$ cat config.mk
export PLATFORM = sky130hd
export DESIGN_NAME = ctbd_decoder
export DESIGN_NICKNAME = d
export VERILOG_FILES = /design/src/core/ctbd_pkg.sv /design/src/core/ctbd_mix.sv /design/src/core/ctbd_decoder.sv
export VERILOG_INCLUDE_DIRS = /design/src /design/src/core
export SDC_FILE = /design/constraint.sdc
export NUM_CORES = 2
export LEC_CHECK = 0
export ABC_AREA = 1
export BUFFER_PORTS_ARGS = -buffer_cell sky130_fd_sc_hd__buf_2
export CAP_MARGIN = 25
export CELL_PAD_IN_SITES_DETAIL_PLACEMENT = 1
export CELL_PAD_IN_SITES_GLOBAL_PLACEMENT = 2
export CORE_MARGIN = 4
export CORE_UTILIZATION = 36
export CTS_CLUSTER_SIZE = 14
export DETAILED_ROUTE_END_ITERATION = 10
export PLACE_DENSITY_LB_ADDON = 0.1
export SYNTH_ARGS = -nofsm -noshare
export SYNTH_HDL_FRONTEND = slang
export SYNTH_SLANG_ARGS = --single-unit
$ cat constraint.sdc
create_clock -name clock -period 20.6 [get_ports clock]
set_clock_uncertainty 0.1 [all_clocks]
set_input_delay 4.12 -clock clock [delete_from_list [all_inputs] [get_ports clock]]
set_output_delay 4.12 -clock clock [all_outputs]
set_load 0.01 [all_outputs]
$ cat src/core/ctbd_regs.svh
`ifndef CTBD_REGS_SVH
`define CTBD_REGS_SVH

`define CTBD_LATENCY 2
`define CTBD_MIXED_TAG_BIT 127
`define CTBD_MODE3_LO 125
`define CTBD_MODE3_ALPHA 3'h3
`define CTBD_ISEL_BIT 124
`define CTBD_C0_LO 64
`define CTBD_C1_LO 79
`define CTBD_C2_LO 94
`define CTBD_C3_LO 109
`define CTBD_A0_LO 109
`define CTBD_A1_LO 114
`define CTBD_A2_LO 119
`define CTBD_G1_LSB_BIT 125
`define CTBD_G3_LSB_BIT 126
`define CTBD_HALF_W 64
`define CTBD_E1_LO 16
`define CTBD_MAP_LO 32
`define CTBD_IALPHA_MAP_LO 16
`define CTBD_OPAQUE 8'hff
`define CTBD_TILE_SIDE 4

`endif

$ cat src/core/ctbd_pkg.sv
package ctbd_pkg;

  typedef enum logic [1:0] {
    CTBD_FAM_TAGGED = 2'h0,
    CTBD_FAM_PAIR64 = 2'h1,
    CTBD_FAM_PAIR_INTERP = 2'h3,
    CTBD_FAM_PAIR_EXPL = 2'h2
  } ctbd_fam_e;

  typedef struct packed {
    ctbd_fam_e fam;
    logic [127:0] block;
    logic [1:0] row;
    logic [2:0] col;
    logic [2:0] rows;
    logic [3:0] cols;
  } ctbd_req_s;

  typedef struct packed {
    logic [31:0] argb;
    logic pad;
    logic unsupported;
  } ctbd_rsp_s;

endpackage

$ cat src/core/ctbd_mix.sv
`timescale 1ns/1ps
`include "ctbd_regs.svh"

module ctbd_mix (
  input wire logic [7:0] a,
  input wire logic [7:0] b,
  output logic [7:0] near_a,
  output logic [7:0] near_b,
  output logic [7:0] near_a_rnd,
  output logic [7:0] near_b_rnd,
  output logic [7:0] mid
);

  logic [9:0] sum_a;
  logic [9:0] sum_b;
  logic [8:0] sum_h;

  // weighted sums per channel, truncating division, plus rounded thirds for the rnd outputs
  assign sum_a = {1'b0, a, 1'b0} + {2'h0, b};
  assign sum_b = {2'h0, a} + {1'b0, b, 1'b0};
  assign sum_h = {1'b0, a} + {1'b0, b};
  assign near_a = 8'(sum_a / 10'h3);
  assign near_b = 8'(sum_b / 10'h3);
  assign near_a_rnd = 8'((sum_a + 10'h1) / 10'h3);
  assign near_b_rnd = 8'((sum_b + 10'h1) / 10'h3);
  assign mid = sum_h[8:1];

endmodule

$ cat src/core/ctbd_decoder.sv
`timescale 1ns/1ps
`include "ctbd_regs.svh"

module ctbd_decoder #(
  parameter int ARGB_W = 32,
  parameter int BLOCK_W = 128
) (
  input wire logic clock,
  input wire logic srst,
  input wire logic ce,
  input wire logic in_valid,
  input wire ctbd_pkg::ctbd_req_s in_req,
  output logic in_ready,
  output logic out_valid,
  output ctbd_pkg::ctbd_rsp_s out_rsp
);

  // ---------------------------------------------------------------
  // elaboration checks
  // ---------------------------------------------------------------
  generate
    if (ARGB_W != 32) begin : g_bad_argb
      $error("ctbd_decoder: only 32-bit ARGB output is served");
    end
    if (BLOCK_W != 128) begin : g_bad_block
      $error("ctbd_decoder: only 128-bit block input is served");
    end
  endgenerate

  // ---------------------------------------------------------------
  // widening helpers
  // ---------------------------------------------------------------
  function automatic logic [7:0] wid5(input logic [4:0] v);
    wid5 = {v, v[4:2]};
  endfunction

  function automatic logic [7:0] wid6(input logic [5:0] v);
    wid6 = {v, v[5:4]};
  endfunction

  function automatic logic [23:0] rgb555(input logic [14:0] v);
    rgb555 = {wid5(v[14:10]), wid5(v[9:5]), wid5(v[4:0])};
  endfunction

  function automatic logic [23:0] rgb565(input logic [15:0] v);
    rgb565 = {wid5(v[15:11]), wid6(v[10:5]), wid5(v[4:0])};
  endfunction

  // eight-value or six-value alpha, chosen by the endpoint compare
  function automatic logic [7:0] alpha_interp(
    input logic [7:0] a0,
    input logic [7:0] a1,
    input logic [2:0] k
  );
    logic [10:0] w0;
    logic [10:0] w1;
    logic [10:0] s;
    begin
      w0 = 11'h0;
      w1 = {8'h0, k} - 11'h1;
      s = 11'h0;
      alpha_interp = 8'h00;
      if (k == 3'h0) begin
        alpha_interp = a0;
      end else if (k == 3'h1) begin
        alpha_interp = a1;
      end else if (a0 > a1) begin
        w0 = 11'h8 - {8'h0, k};
        s = w0 * {3'h0, a0} + w1 * {3'h0, a1};
        alpha_interp = 8'(s / 11'h7);
      end else if (k == 3'h6) begin
        alpha_interp = 8'h00;
      end else if (k == 3'h7) begin
        alpha_interp = `CTBD_OPAQUE;
      end else begin
        w0 = 11'h6 - {8'h0, k};
        s = w0 * {3'h0, a0} + w1 * {3'h0, a1};
        alpha_interp = 8'(s / 11'h5);
      end
    end
  endfunction

  // ---------------------------------------------------------------
  // request stage
  // ---------------------------------------------------------------
  logic s1_valid_reg;
  ctbd_pkg::ctbd_req_s s1_req_reg;
  logic in_ready_reg;
  logic take;

  assign take = in_valid && in_ready_reg;
  assign in_ready = in_ready_reg;

  always_ff @(posedge clock) begin
    if (srst) begin
      in_ready_reg <= 1'b0;
    end else if (ce) begin
      in_ready_reg <= 1'b1;
    end
  end

  always_ff @(posedge clock) begin
    if (srst) begin
      s1_valid_reg <= 1'b0;
    end else if (ce) begin
      s1_valid_reg <= take;
    end
  end

  always_ff @(posedge clock) begin
    if (srst) begin
      s1_req_reg <= '0;
    end else if (ce && take) begin
      s1_req_reg <= in_req;
    end
  end

  // ---------------------------------------------------------------
  // block fields
  // ---------------------------------------------------------------
  logic [127:0] blk;
  ctbd_pkg::ctbd_fam_e fam;
  logic is_tagged;
  logic is_mixed;
  logic mixed_alpha;
  logic is_alpha3;
  logic isel;
  logic [4:0] tex32;
  logic [3:0] tex16;
  logic half_hi;
  logic [1:0] code32;

  assign blk = s1_req_reg.block;
  assign fam = s1_req_reg.fam;
  assign is_tagged = (fam == ctbd_pkg::CTBD_FAM_TAGGED);
  assign is_mixed = is_tagged && blk[`CTBD_MIXED_TAG_BIT];
  assign mixed_alpha = blk[`CTBD_ISEL_BIT];
  assign is_alpha3 = is_tagged
    && (blk[`CTBD_MODE3_LO +: 3] == `CTBD_MODE3_ALPHA);
  assign isel = blk[`CTBD_ISEL_BIT];

  // texel number: columns 4-7 form the upper half of a 32-texel block
  assign tex32 = {s1_req_reg.col[2], s1_req_reg.row, s1_req_reg.col[1:0]};
  assign tex16 = {s1_req_reg.row, s1_req_reg.col[1:0]};
  assign half_hi = tex32[4];
  assign code32 = blk[{tex32, 1'b0} +: 2];

  // ---------------------------------------------------------------
  // two-pair block colours (alpha flag set)
  // ---------------------------------------------------------------
  logic [23:0] mx_c0;
  logic [23:0] mx_c1;
  logic [23:0] mx_c2;
  logic [23:0] mx_c3;
  logic [14:0] raw1;
  logic [14:0] raw3;

  assign raw1 = blk[`CTBD_C1_LO +: 15];
  assign raw3 = blk[`CTBD_C3_LO +: 15];
  assign mx_c0 = rgb555(blk[`CTBD_C0_LO +: 15]);
  assign mx_c2 = rgb555(blk[`CTBD_C2_LO +: 15]);
  assign mx_c1 = rgb565({raw1[14:5], blk[`CTBD_G1_LSB_BIT], raw1[4:0]});
  assign mx_c3 = rgb565({raw3[14:5], blk[`CTBD_G3_LSB_BIT], raw3[4:0]});

  // ---------------------------------------------------------------
  // three-colour alpha block colours
  // ---------------------------------------------------------------
  logic [31:0] al_c0;
  logic [31:0] al_c1;
  logic [31:0] al_c2;

  assign al_c0 = {wid5(blk[`CTBD_A0_LO +: 5]), mx_c0};
  assign al_c1 = {wid5(blk[`CTBD_A1_LO +: 5]), rgb555(raw1)};
  assign al_c2 = {wid5(blk[`CTBD_A2_LO +: 5]), mx_c2};

  // ---------------------------------------------------------------
  // endpoint family fields
  // ---------------------------------------------------------------
  logic [63:0] col_half;
  logic [63:0] alp_half;
  logic [15:0] ep0;
  logic [15:0] ep1;
  logic [31:0] ep_map;
  logic [1:0] code16;
  logic four_col;
  logic [7:0] half_alpha;
  logic [3:0] expl_nib;
  logic [5:0] ialpha_pos;

  // 16-byte blocks carry alpha in the low 8 bytes, colour in the high 8
  assign col_half = (fam == ctbd_pkg::CTBD_FAM_PAIR64)
    ? blk[63:0] : blk[127:64];
  assign alp_half = blk[63:0];
  assign ep0 = col_half[15:0];
  assign ep1 = col_half[`CTBD_E1_LO +: 16];
  assign ep_map = col_half[`CTBD_MAP_LO +: 32];
  assign code16 = ep_map[{tex16, 1'b0} +: 2];

  // per-block opaque test; colour half of 16-byte blocks is always four-colour
  assign four_col = (fam != ctbd_pkg::CTBD_FAM_PAIR64) || (ep0 > ep1);

  assign expl_nib = alp_half[{tex16, 2'b00} +: 4];
  assign ialpha_pos = 6'(`CTBD_IALPHA_MAP_LO + 3 * tex16);

  always_comb begin
    half_alpha = `CTBD_OPAQUE;
    if (fam == ctbd_pkg::CTBD_FAM_PAIR_EXPL) begin
      half_alpha = {expl_nib, expl_nib};
    end else if (fam == ctbd_pkg::CTBD_FAM_PAIR_INTERP) begin
      half_alpha = alpha_interp(alp_half[7:0], alp_half[15:8],
        alp_half[ialpha_pos +: 3]);
    end
  end

  // ---------------------------------------------------------------
  // endpoint pair selection and per-channel mixing
  // ---------------------------------------------------------------
  logic [31:0] pa;
  logic [31:0] pb;
  logic [31:0] m_na;
  logic [31:0] m_nb;
  logic [31:0] m_nar;
  logic [31:0] m_nbr;
  logic [31:0] m_mid;

  always_comb begin
    pa = {`CTBD_OPAQUE, rgb565(ep0)};
    pb = {`CTBD_OPAQUE, rgb565(ep1)};
    if (is_mixed) begin
      pa = {`CTBD_OPAQUE, half_hi ? mx_c2 : mx_c0};
      pb = {`CTBD_OPAQUE, half_hi ? mx_c3 : mx_c1};
    end else if (is_alpha3) begin
      pa = half_hi ? al_c2 : al_c0;
      pb = al_c1;
    end
  end

  genvar ch;
  generate
    for (ch = 0; ch < 4; ch++) begin : g_chan
      ctbd_mix u_mix (
        .a(pa[ch*8 +: 8]),
        .b(pb[ch*8 +: 8]),
        .near_a(m_na[ch*8 +: 8]),
        .near_b(m_nb[ch*8 +: 8]),
        .near_a_rnd(m_nar[ch*8 +: 8]),
        .near_b_rnd(m_nbr[ch*8 +: 8]),
        .mid(m_mid[ch*8 +: 8])
      );
    end
  endgenerate

  // ---------------------------------------------------------------
  // texel selection
  // ---------------------------------------------------------------
  logic pad_hit;
  ctbd_pkg::ctbd_rsp_s rsp_next;
  logic [31:0] ep_argb;

  // texels beyond the real surface edge are not decoded
  assign pad_hit = ({1'b0, s1_req_reg.col} >= s1_req_reg.cols)
    || ({1'b0, s1_req_reg.row} >= s1_req_reg.rows)
    || (!is_tagged && s1_req_reg.col[2]);

  always_comb begin
    ep_argb = 32'h0;
    unique case (code16)
      2'h0: ep_argb = pa;
      2'h1: ep_argb = pb;
      2'h2: ep_argb = four_col ? m_na : m_mid;
      2'h3: ep_argb = four_col ? m_nb : 32'h0;
    endcase
    if (fam != ctbd_pkg::CTBD_FAM_PAIR64) begin
      ep_argb[31:24] = half_alpha;
    end
  end

  always_comb begin
    rsp_next = '0;
    if (pad_hit) begin
      rsp_next.pad = 1'b1;
    end else if (is_mixed) begin
      if (mixed_alpha) begin
        unique case (code32)
          2'h0: rsp_next.argb = pa;
          2'h1: rsp_next.argb = {`CTBD_OPAQUE, m_mid[23:0]};
          2'h2: rsp_next.argb = pb;
          2'h3: rsp_next.argb = 32'h0;
        endcase
      end else begin
        rsp_next.unsupported = 1'b1;
      end
    end else if (is_alpha3) begin
      if (!isel) begin
        unique case (code32)
          2'h0: rsp_next.argb = al_c0;
          2'h1: rsp_next.argb = al_c1;
          2'h2: rsp_next.argb = al_c2;
          2'h3: rsp_next.argb = 32'h0;
        endcase
      end else begin
        unique case (code32)
          2'h0: rsp_next.argb = pa;
          2'h1: rsp_next.argb = m_nar;
          2'h2: rsp_next.argb = m_nbr;
          2'h3: rsp_next.argb = pb;
        endcase
      end
    end else if (is_tagged) begin
      rsp_next.unsupported = 1'b1;
    end else begin
      rsp_next.argb = ep_argb;
    end
  end

  // ---------------------------------------------------------------
  // output stage
  // ---------------------------------------------------------------
  logic out_valid_reg;
  ctbd_pkg::ctbd_rsp_s out_rsp_reg;

  always_ff @(posedge clock) begin
    if (srst) begin
      out_valid_reg <= 1'b0;
    end else if (ce) begin
      out_valid_reg <= s1_valid_reg;
    end
  end

  always_ff @(posedge clock) begin
    if (srst) begin
      out_rsp_reg <= '0;
    end else if (ce && s1_valid_reg) begin
      out_rsp_reg <= rsp_next;
    end
  end

  assign out_valid = out_valid_reg;
  assign out_rsp = out_rsp_reg;

endmodule

* After elaboration in Yosys (flattened, before gate mapping)
Cells that the tools add are included.
** Storage, ports and cells
- Register bits after elaboration :: 179
- Output and inout bits :: 36
- Logic and storage cells :: 130
- Input bits :: 146
** Operators by class
- Shift-type cells :: 4
- Equality and inequality tests :: 14
- Divide/modulo/power cells :: 18
- Muxes and demuxes :: 34
- $lt $le $gt $ge :: 4
- Reduce and logical (&&, ||, !) cells :: 14
- $add $sub $neg :: 26
- $mul :: 4
** Operators by type and width (count)
- 32-bit one-hot mux with 4 select lines :: 4
- 32-bit two-way mux :: 13
- 10-bit by 2-bit divider with 10-bit output, second input constant :: 16
- 128-bit by 7-bit indexed part select with 2-bit output :: 1
- 10-bit by 1-bit adder with 10-bit output, second input constant :: 8
- 64-bit two-way mux :: 1
- 8-bit two-way mux :: 8
- 64-bit by 7-bit indexed part select with 3-bit output :: 1
- 64-bit by 7-bit indexed part select with 4-bit output :: 1
- 24-bit two-way mux :: 2
- 8-bit by 9-bit adder with 10-bit output :: 4
- 9-bit by 8-bit adder with 10-bit output :: 4
- 8-bit by 8-bit adder with 9-bit output :: 4
- 32-bit by 6-bit indexed part select with 2-bit output :: 1
- 11-bit adder :: 2
- 11-bit by 3-bit divider with 11-bit output, second input constant :: 2
- 4-bit by 9-bit multiplier with 11-bit output :: 2
- 16-bit > comparator :: 1
- 2-bit == test, second input constant :: 6
- 5-bit by 9-bit multiplier with 11-bit output :: 1
- 8-bit > comparator :: 1
- 5-bit by 6-bit adder with 6-bit output, first input constant :: 1
- 2-bit by 1-bit == test with 1-bit output, second input constant :: 3
- 3-bit == test, second input constant :: 2
- 15 further kinds :: 29

* Longest topological paths before layout
- Word-level depth :: 19
- Depth in mapped cells :: 90
- Depth with buffers taken out :: 86

* By module
A second synthesis with hierarchy kept.
** Unflattened totals
- Cells, all modules :: 5334
- Area total of the unflattened synthesis :: 30803.3 µm²
** Modules (own cells, without submodules)
- ctbd_decoder :: cells each 3157, times used 1, area each 19327.3 µm², seq. area each 3583.4 µm²
- ctbd_mix at g_chan[0].u_mix ... :: cells each 550, times used 2, area each 2872.8 µm², seq. area each 0.0 µm²
- ctbd_mix at g_chan[3].u_mix :: cells each 546, times used 1, area each 2871.5 µm², seq. area each 0.0 µm²
- ctbd_mix at g_chan[2].u_mix :: cells each 531, times used 1, area each 2859.0 µm², seq. area each 0.0 µm²

* Worst setup path after synthesis
OpenSTA, ideal clock, no wires.
- Path kind :: flip-flop to flip-flop
- From :: register s1_req_reg[10] (netlist bit)
- To :: register out_rsp_reg (netlist bit out_rsp[26])
- Data required time :: 20.433 ns
- Cell stages (with the launch flop) :: 81
- Clock period less this slack :: 12.360 ns
- Data arrival time :: 12.193 ns
- Setup slack :: 8.240 ns
- Cells stage by stage :: dfxtp_1 > clkbuf_1 > inv_1 > clkbuf_1 > clkbuf_1 > ha_1 > inv_1 > fa_1 > inv_1 > buf_2 > a21oi_1 > nand3_1 > nand3_1 > nand3_1 > nand2_2 > buf_1 > ha_1 > clkbuf_1 > (+45 left out) > nand2_2 > nand2_1 > nand2_1 > inv_1 > ha_1 > o211ai_1 > nand2_1 > nand2_1 > nand2_1 > nand2_1 > nand2_1 > nand3_1 > nand2_1 > nand2_1 > nand3_1 > nand2_1 > nand2_1 > a21oi_2
** On the way
- Word-level cells in the longest chain between the ends :: 19
** Ends and longest elaborated chain
- from (decl) :: line ctbd_decoder.sv:87 : ctbd_pkg::ctbd_req_s s1_req_reg;
- from (signal assigned) :: line ctbd_decoder.sv:114 : s1_req_reg <= in_req;
- 2-bit by 4-bit multiplier with 6-bit output :: line ctbd_decoder.sv:203 : assign ialpha_pos = 6'(`CTBD_IALPHA_MAP_LO + 3 * tex16);
- 5-bit by 6-bit adder with 6-bit output (no source line)
- 64-bit by 7-bit indexed part select with 3-bit output :: line ctbd_decoder.sv:211 : alp_half[ialpha_pos +: 3]);
- 3-bit by 3-bit subtractor with 4-bit output / 3-bit by 1-bit subtractor with 4-bit output (equally long branches) :: line ctbd_decoder.sv:76, ctbd_decoder.sv:60
- 4-bit by 9-bit multiplier with 11-bit output (on tied branches) :: line ctbd_decoder.sv:77, ctbd_decoder.sv:69
- 11-bit adder :: line ctbd_decoder.sv:77 : s = w0 * {3'h0, a0} + w1 * {3'h0, a1};
- 11-bit by 3-bit divider with 11-bit output :: line ctbd_decoder.sv:78 : alpha_interp = 8'(s / 11'h5);
- 8-bit two-way mux :: line ctbd_decoder.sv:73 : end else if (k == 3'h7) begin
- (+3 left out)
- 8-bit two-way mux :: line ctbd_decoder.sv:63 : if (k == 3'h0) begin
- 8-bit two-way mux :: line ctbd_decoder.sv:209 : end else if (fam == ctbd_pkg::CTBD_FAM_PAIR_INTERP) begin
- 8-bit two-way mux :: line ctbd_decoder.sv:207 : if (fam == ctbd_pkg::CTBD_FAM_PAIR_EXPL) begin
- 8-bit two-way mux :: line ctbd_decoder.sv:273 : if (fam != ctbd_pkg::CTBD_FAM_PAIR64) begin
- 32-bit two-way mux :: line ctbd_decoder.sv:309 : end else if (is_tagged) begin
- 32-bit two-way mux :: line ctbd_decoder.sv:293 : end else if (is_alpha3) begin
- 32-bit two-way mux :: line ctbd_decoder.sv:282 : end else if (is_mixed) begin
- 32-bit two-way mux * :: line ctbd_decoder.sv:280 : if (pad_hit) begin
- to (signal assigned) :: line ctbd_decoder.sv:334 : out_rsp_reg <= rsp_next;
- to (decl) :: line ctbd_decoder.sv:320 : ctbd_pkg::ctbd_rsp_s out_rsp_reg;
Mark *: on every way between the ends. The rest lies on a longest branch, timed or not.
A chain may end at the register's enable or synchronous reset.

* Final worst setup path
Same ends and word-level chain as after synthesis.

==> results.md <==
- Largest net degree at the start of global routing: between 100 and 150
- Number of synthesized flops with an enable pin: 0
- Status: finished clean
- First-pass GRT wire length: 182,000 µm
- DR iter-0 viols: 2,457
- Routed wire length: 120,000 µm
- Cts hold-fix bufs: 0
- Hold WC Path Type: reg2reg
- Commonest cells after routing, fill and taps aside: 1,165 x nand2_1, 566 x inv_1, 395 x nor2_1
- WP data required: 20,810 ps
- CP most frequent cell: nand2_1
- RSZ-0062 raised after global routing: no
- # resized after CTS: 0
- FP Rows: 98
- Critical Path AT: between 10,000 and 15,000 ps
- Drt wl/cell: approximately 22 µm
- Layout cells sized above 1: 0.0847
- Global route overflow: 0
- Final #Nets: 4,898
- Syn avg cell area: 5.93 µm²
- Commonest non-fill, non-tap cell in the layout: nand2_1
- Leak: 13.7 nW
- F_max: 70.9 MHz
- Vias after detailed routing: approximately 31,000
- Drt drc: 0
- Crit-path slowest cell: fa_1
- Final Hold Vio Count: 0
- Vias per cell: 5.60
- Overall power: 0.00445 W
- Peak supply drop: between 0.2 and 0.25 mV
- Hold depth: 2
- Worst setup SP type: flip-flop
- Die Width: 278 µm
- Unique masters post-synth: 74
- Worst path max stage delay: 900 ps
- Cells after synthesis: 4,439
- Crit-path max FO: 23
- Synthesized cell area: 0.0263 mm²
- Sequential element share of the synthesized area: 0.136
- CTS tree: done
- Critical Path Sink Type: flip-flop
- Worst-Margin Slew: 1090 ps
- Worst-Skew Late Latency: 470 ps
- Final Cell Area: 0.0286 mm²
- Max clock buf depth: 2
- Slew Viols, Final: 0
- Final period util: 0.685
- Path depth of the worst reg2reg path: 79
- First drt pass iteration count: 6
- Final setup violation count: 0
- Total CTS buffers: 17
- Warning count from the yosys run: 0
- Synth Flop Type: dfxtp_1
- PwrDens: 156 mW/mm²
- Ports: 182
- Vias in the first global route: 29,630
- # Post-CTS Setup Buffers: 0
- Antenna violations before repair: 6
- Async set or reset register ratio after synthesis: 0
- # clock sinks: 179
- Fill count: 9,844
- H-tree Lvls: 4
- Largest register FFs: 128
- Max cap viols: 0
- Die H: 278 µm
- Crit Path Category: reg2reg
- Clock transition at path regs: about 90 ps
- Clk Tree Root Cell: clkbuf_16
- Area grow syn2layout: 8.42%
- Port-buffer cells: 181
- DP Area: roughly 0.028 mm²
- Slew margin rel.: 0.276
- Gr usage total: 0.299
- Final min period: around 14,000 ps
- Layout Utilization: 0.397
- Setup TNS: 0 ps
- Die area: roughly 0.078 mm²
- Final Wtd Congestion: 0.918
- Final HPWL from detailed placement: 96,800 µm
- Initial core utilization: 0.366
- #FFs+latches synth: 179
- Core area: 0.0720 mm²
- Routed Antenna Nets: 0
==> worst max-delay path: cells and delay by family, from the launching register on <==
| kind | cells | cell delay [ps] |
|---|---|---|
| adders and majority gates | 12 | 5350 |
| and+or+nand+nor | 39 | 3990 |
| buffers and inverters | 15 | 2150 |
| AOI/OAI and AO/OA | 9 | 1210 |
| xor gates and xnor gates | 4 | 790 |
| DFF | 1 | 310 |
==> cells by family (layout without fill, tap and decap cells) <==
group	after synthesis	after routing	synth area share
flip-flops	179	179	0.136
AND/OR/NAND/NOR	2005	2005	0.316
AO/OA/AOI/OAI	1077	1077	0.242
multiplexers	1	1	0.000380
adder cells (fa/ha/maj)	265	265	0.146
XOR/XNOR	118	118	0.0398
buffers and inverters	793	853	0.120
other	1	4	0.000142
==> metrics by stage <==
stage               worst slack [ps]  hold slack (ps)  instances
floorplan                       8240              345       4440
global placement                7130              351       5417
detailed placement              6600              357       5417
CTS                             6560              370       5449
global route                    5130              382       5450
finish                          6490              366       5452
==> cells in the mapped netlist (8+ instances only) <==
| cell | count | area share |
|---|---|---|
| inv_1 | 568 | 0.081 |
| a21oi_1 | 325 | 0.062 |
| fa_1 | 69 | 0.052 |
| buf_4 | 8 | 0.0023 |
| o21bai_1 | 27 | 0.0077 |
| a221oi_1 | 19 | 0.0063 |
| a211oi_1 | 125 | 0.036 |
| o21ai_0 | 358 | 0.068 |
| nand2_2 | 18 | 0.0043 |
| buf_2 | 19 | 0.0036 |
| nor2_1 | 395 | 0.056 |
| xor2_1 | 91 | 0.030 |
| o21ai_1 | 30 | 0.0057 |
| inv_2 | 15 | 0.0021 |
| or2_2 | 20 | 0.0048 |
| buf_6 | 15 | 0.0064 |
| nand3_1 | 302 | 0.057 |
| xnor2_1 | 25 | 0.0083 |
| o211ai_1 | 47 | 0.013 |
| a31oi_1 | 20 | 0.0048 |
| nor2_2 | 16 | 0.0038 |
| o221ai_1 | 9 | 0.0030 |
| clkbuf_1 | 145 | 0.021 |
| ha_1 | 196 | 0.093 |
| o31ai_1 | 9 | 0.0026 |
| dfxtp_1 | 179 | 0.14 |
| nor3_1 | 17 | 0.0032 |
| clkinv_1 | 8 | 0.0011 |
| o22ai_1 | 42 | 0.010 |
| buf_1 | 12 | 0.0017 |
| nand4_1 | 43 | 0.010 |
| nand2_1 | 1165 | 0.17 |
==> final cells by class <==
| type | instances | area, µm² | share of cell area |
|---|---|---|---|
| multi-input combinational | 3468 | 19600 | 0.687 |
| sequential | 179 | 3590 | 0.126 |
| inverter | 593 | 2230 | 0.0782 |
| timing repair buffer | 228 | 1280 | 0.0450 |
| tap | 950 | 1190 | 0.0416 |
| clock buffer | 17 | 425 | 0.0149 |
| clock inverter | 15 | 211 | 0.00741 |
| antenna | 2 | 5.00 | 0.000175 |
==> metal layers <==
metal / global-route usage / vias up / part of all wire
met3: 0.0444 / 164 / 0.065
met4: 0.0968 / 10 / 0.036
met1: 0.441 / 14674 / 0.48
li1: - / 14794 / -
met2: 0.445 / 894 / 0.42
met5: 0 / - / 0.00051
==> power breakdown <==
| group | switching [W] | internal, W |
|---|---|---|
| Combinational | 0.00256 | 0.00116 |
| Sequential | 0.0000138 | 0.000358 |
| Clock | 0.000187 | 0.000170 |
| Total | 0.00276 | 0.00169 |
==> worst paths after layout <==
| kind | from | slack (ps) | endpoint |
|---|---|---|---|
| max | s1_req_reg[10] | 6490 | out_rsp[26] |
| max reg2reg | s1_req_reg[10] | 6490 | out_rsp[26] |
| min reg2reg | out_rsp[25] | 370 | out_rsp[25] |
| min | out_rsp[25] | 370 | out_rsp[25] |
Power figures use the tool's default switching activity.
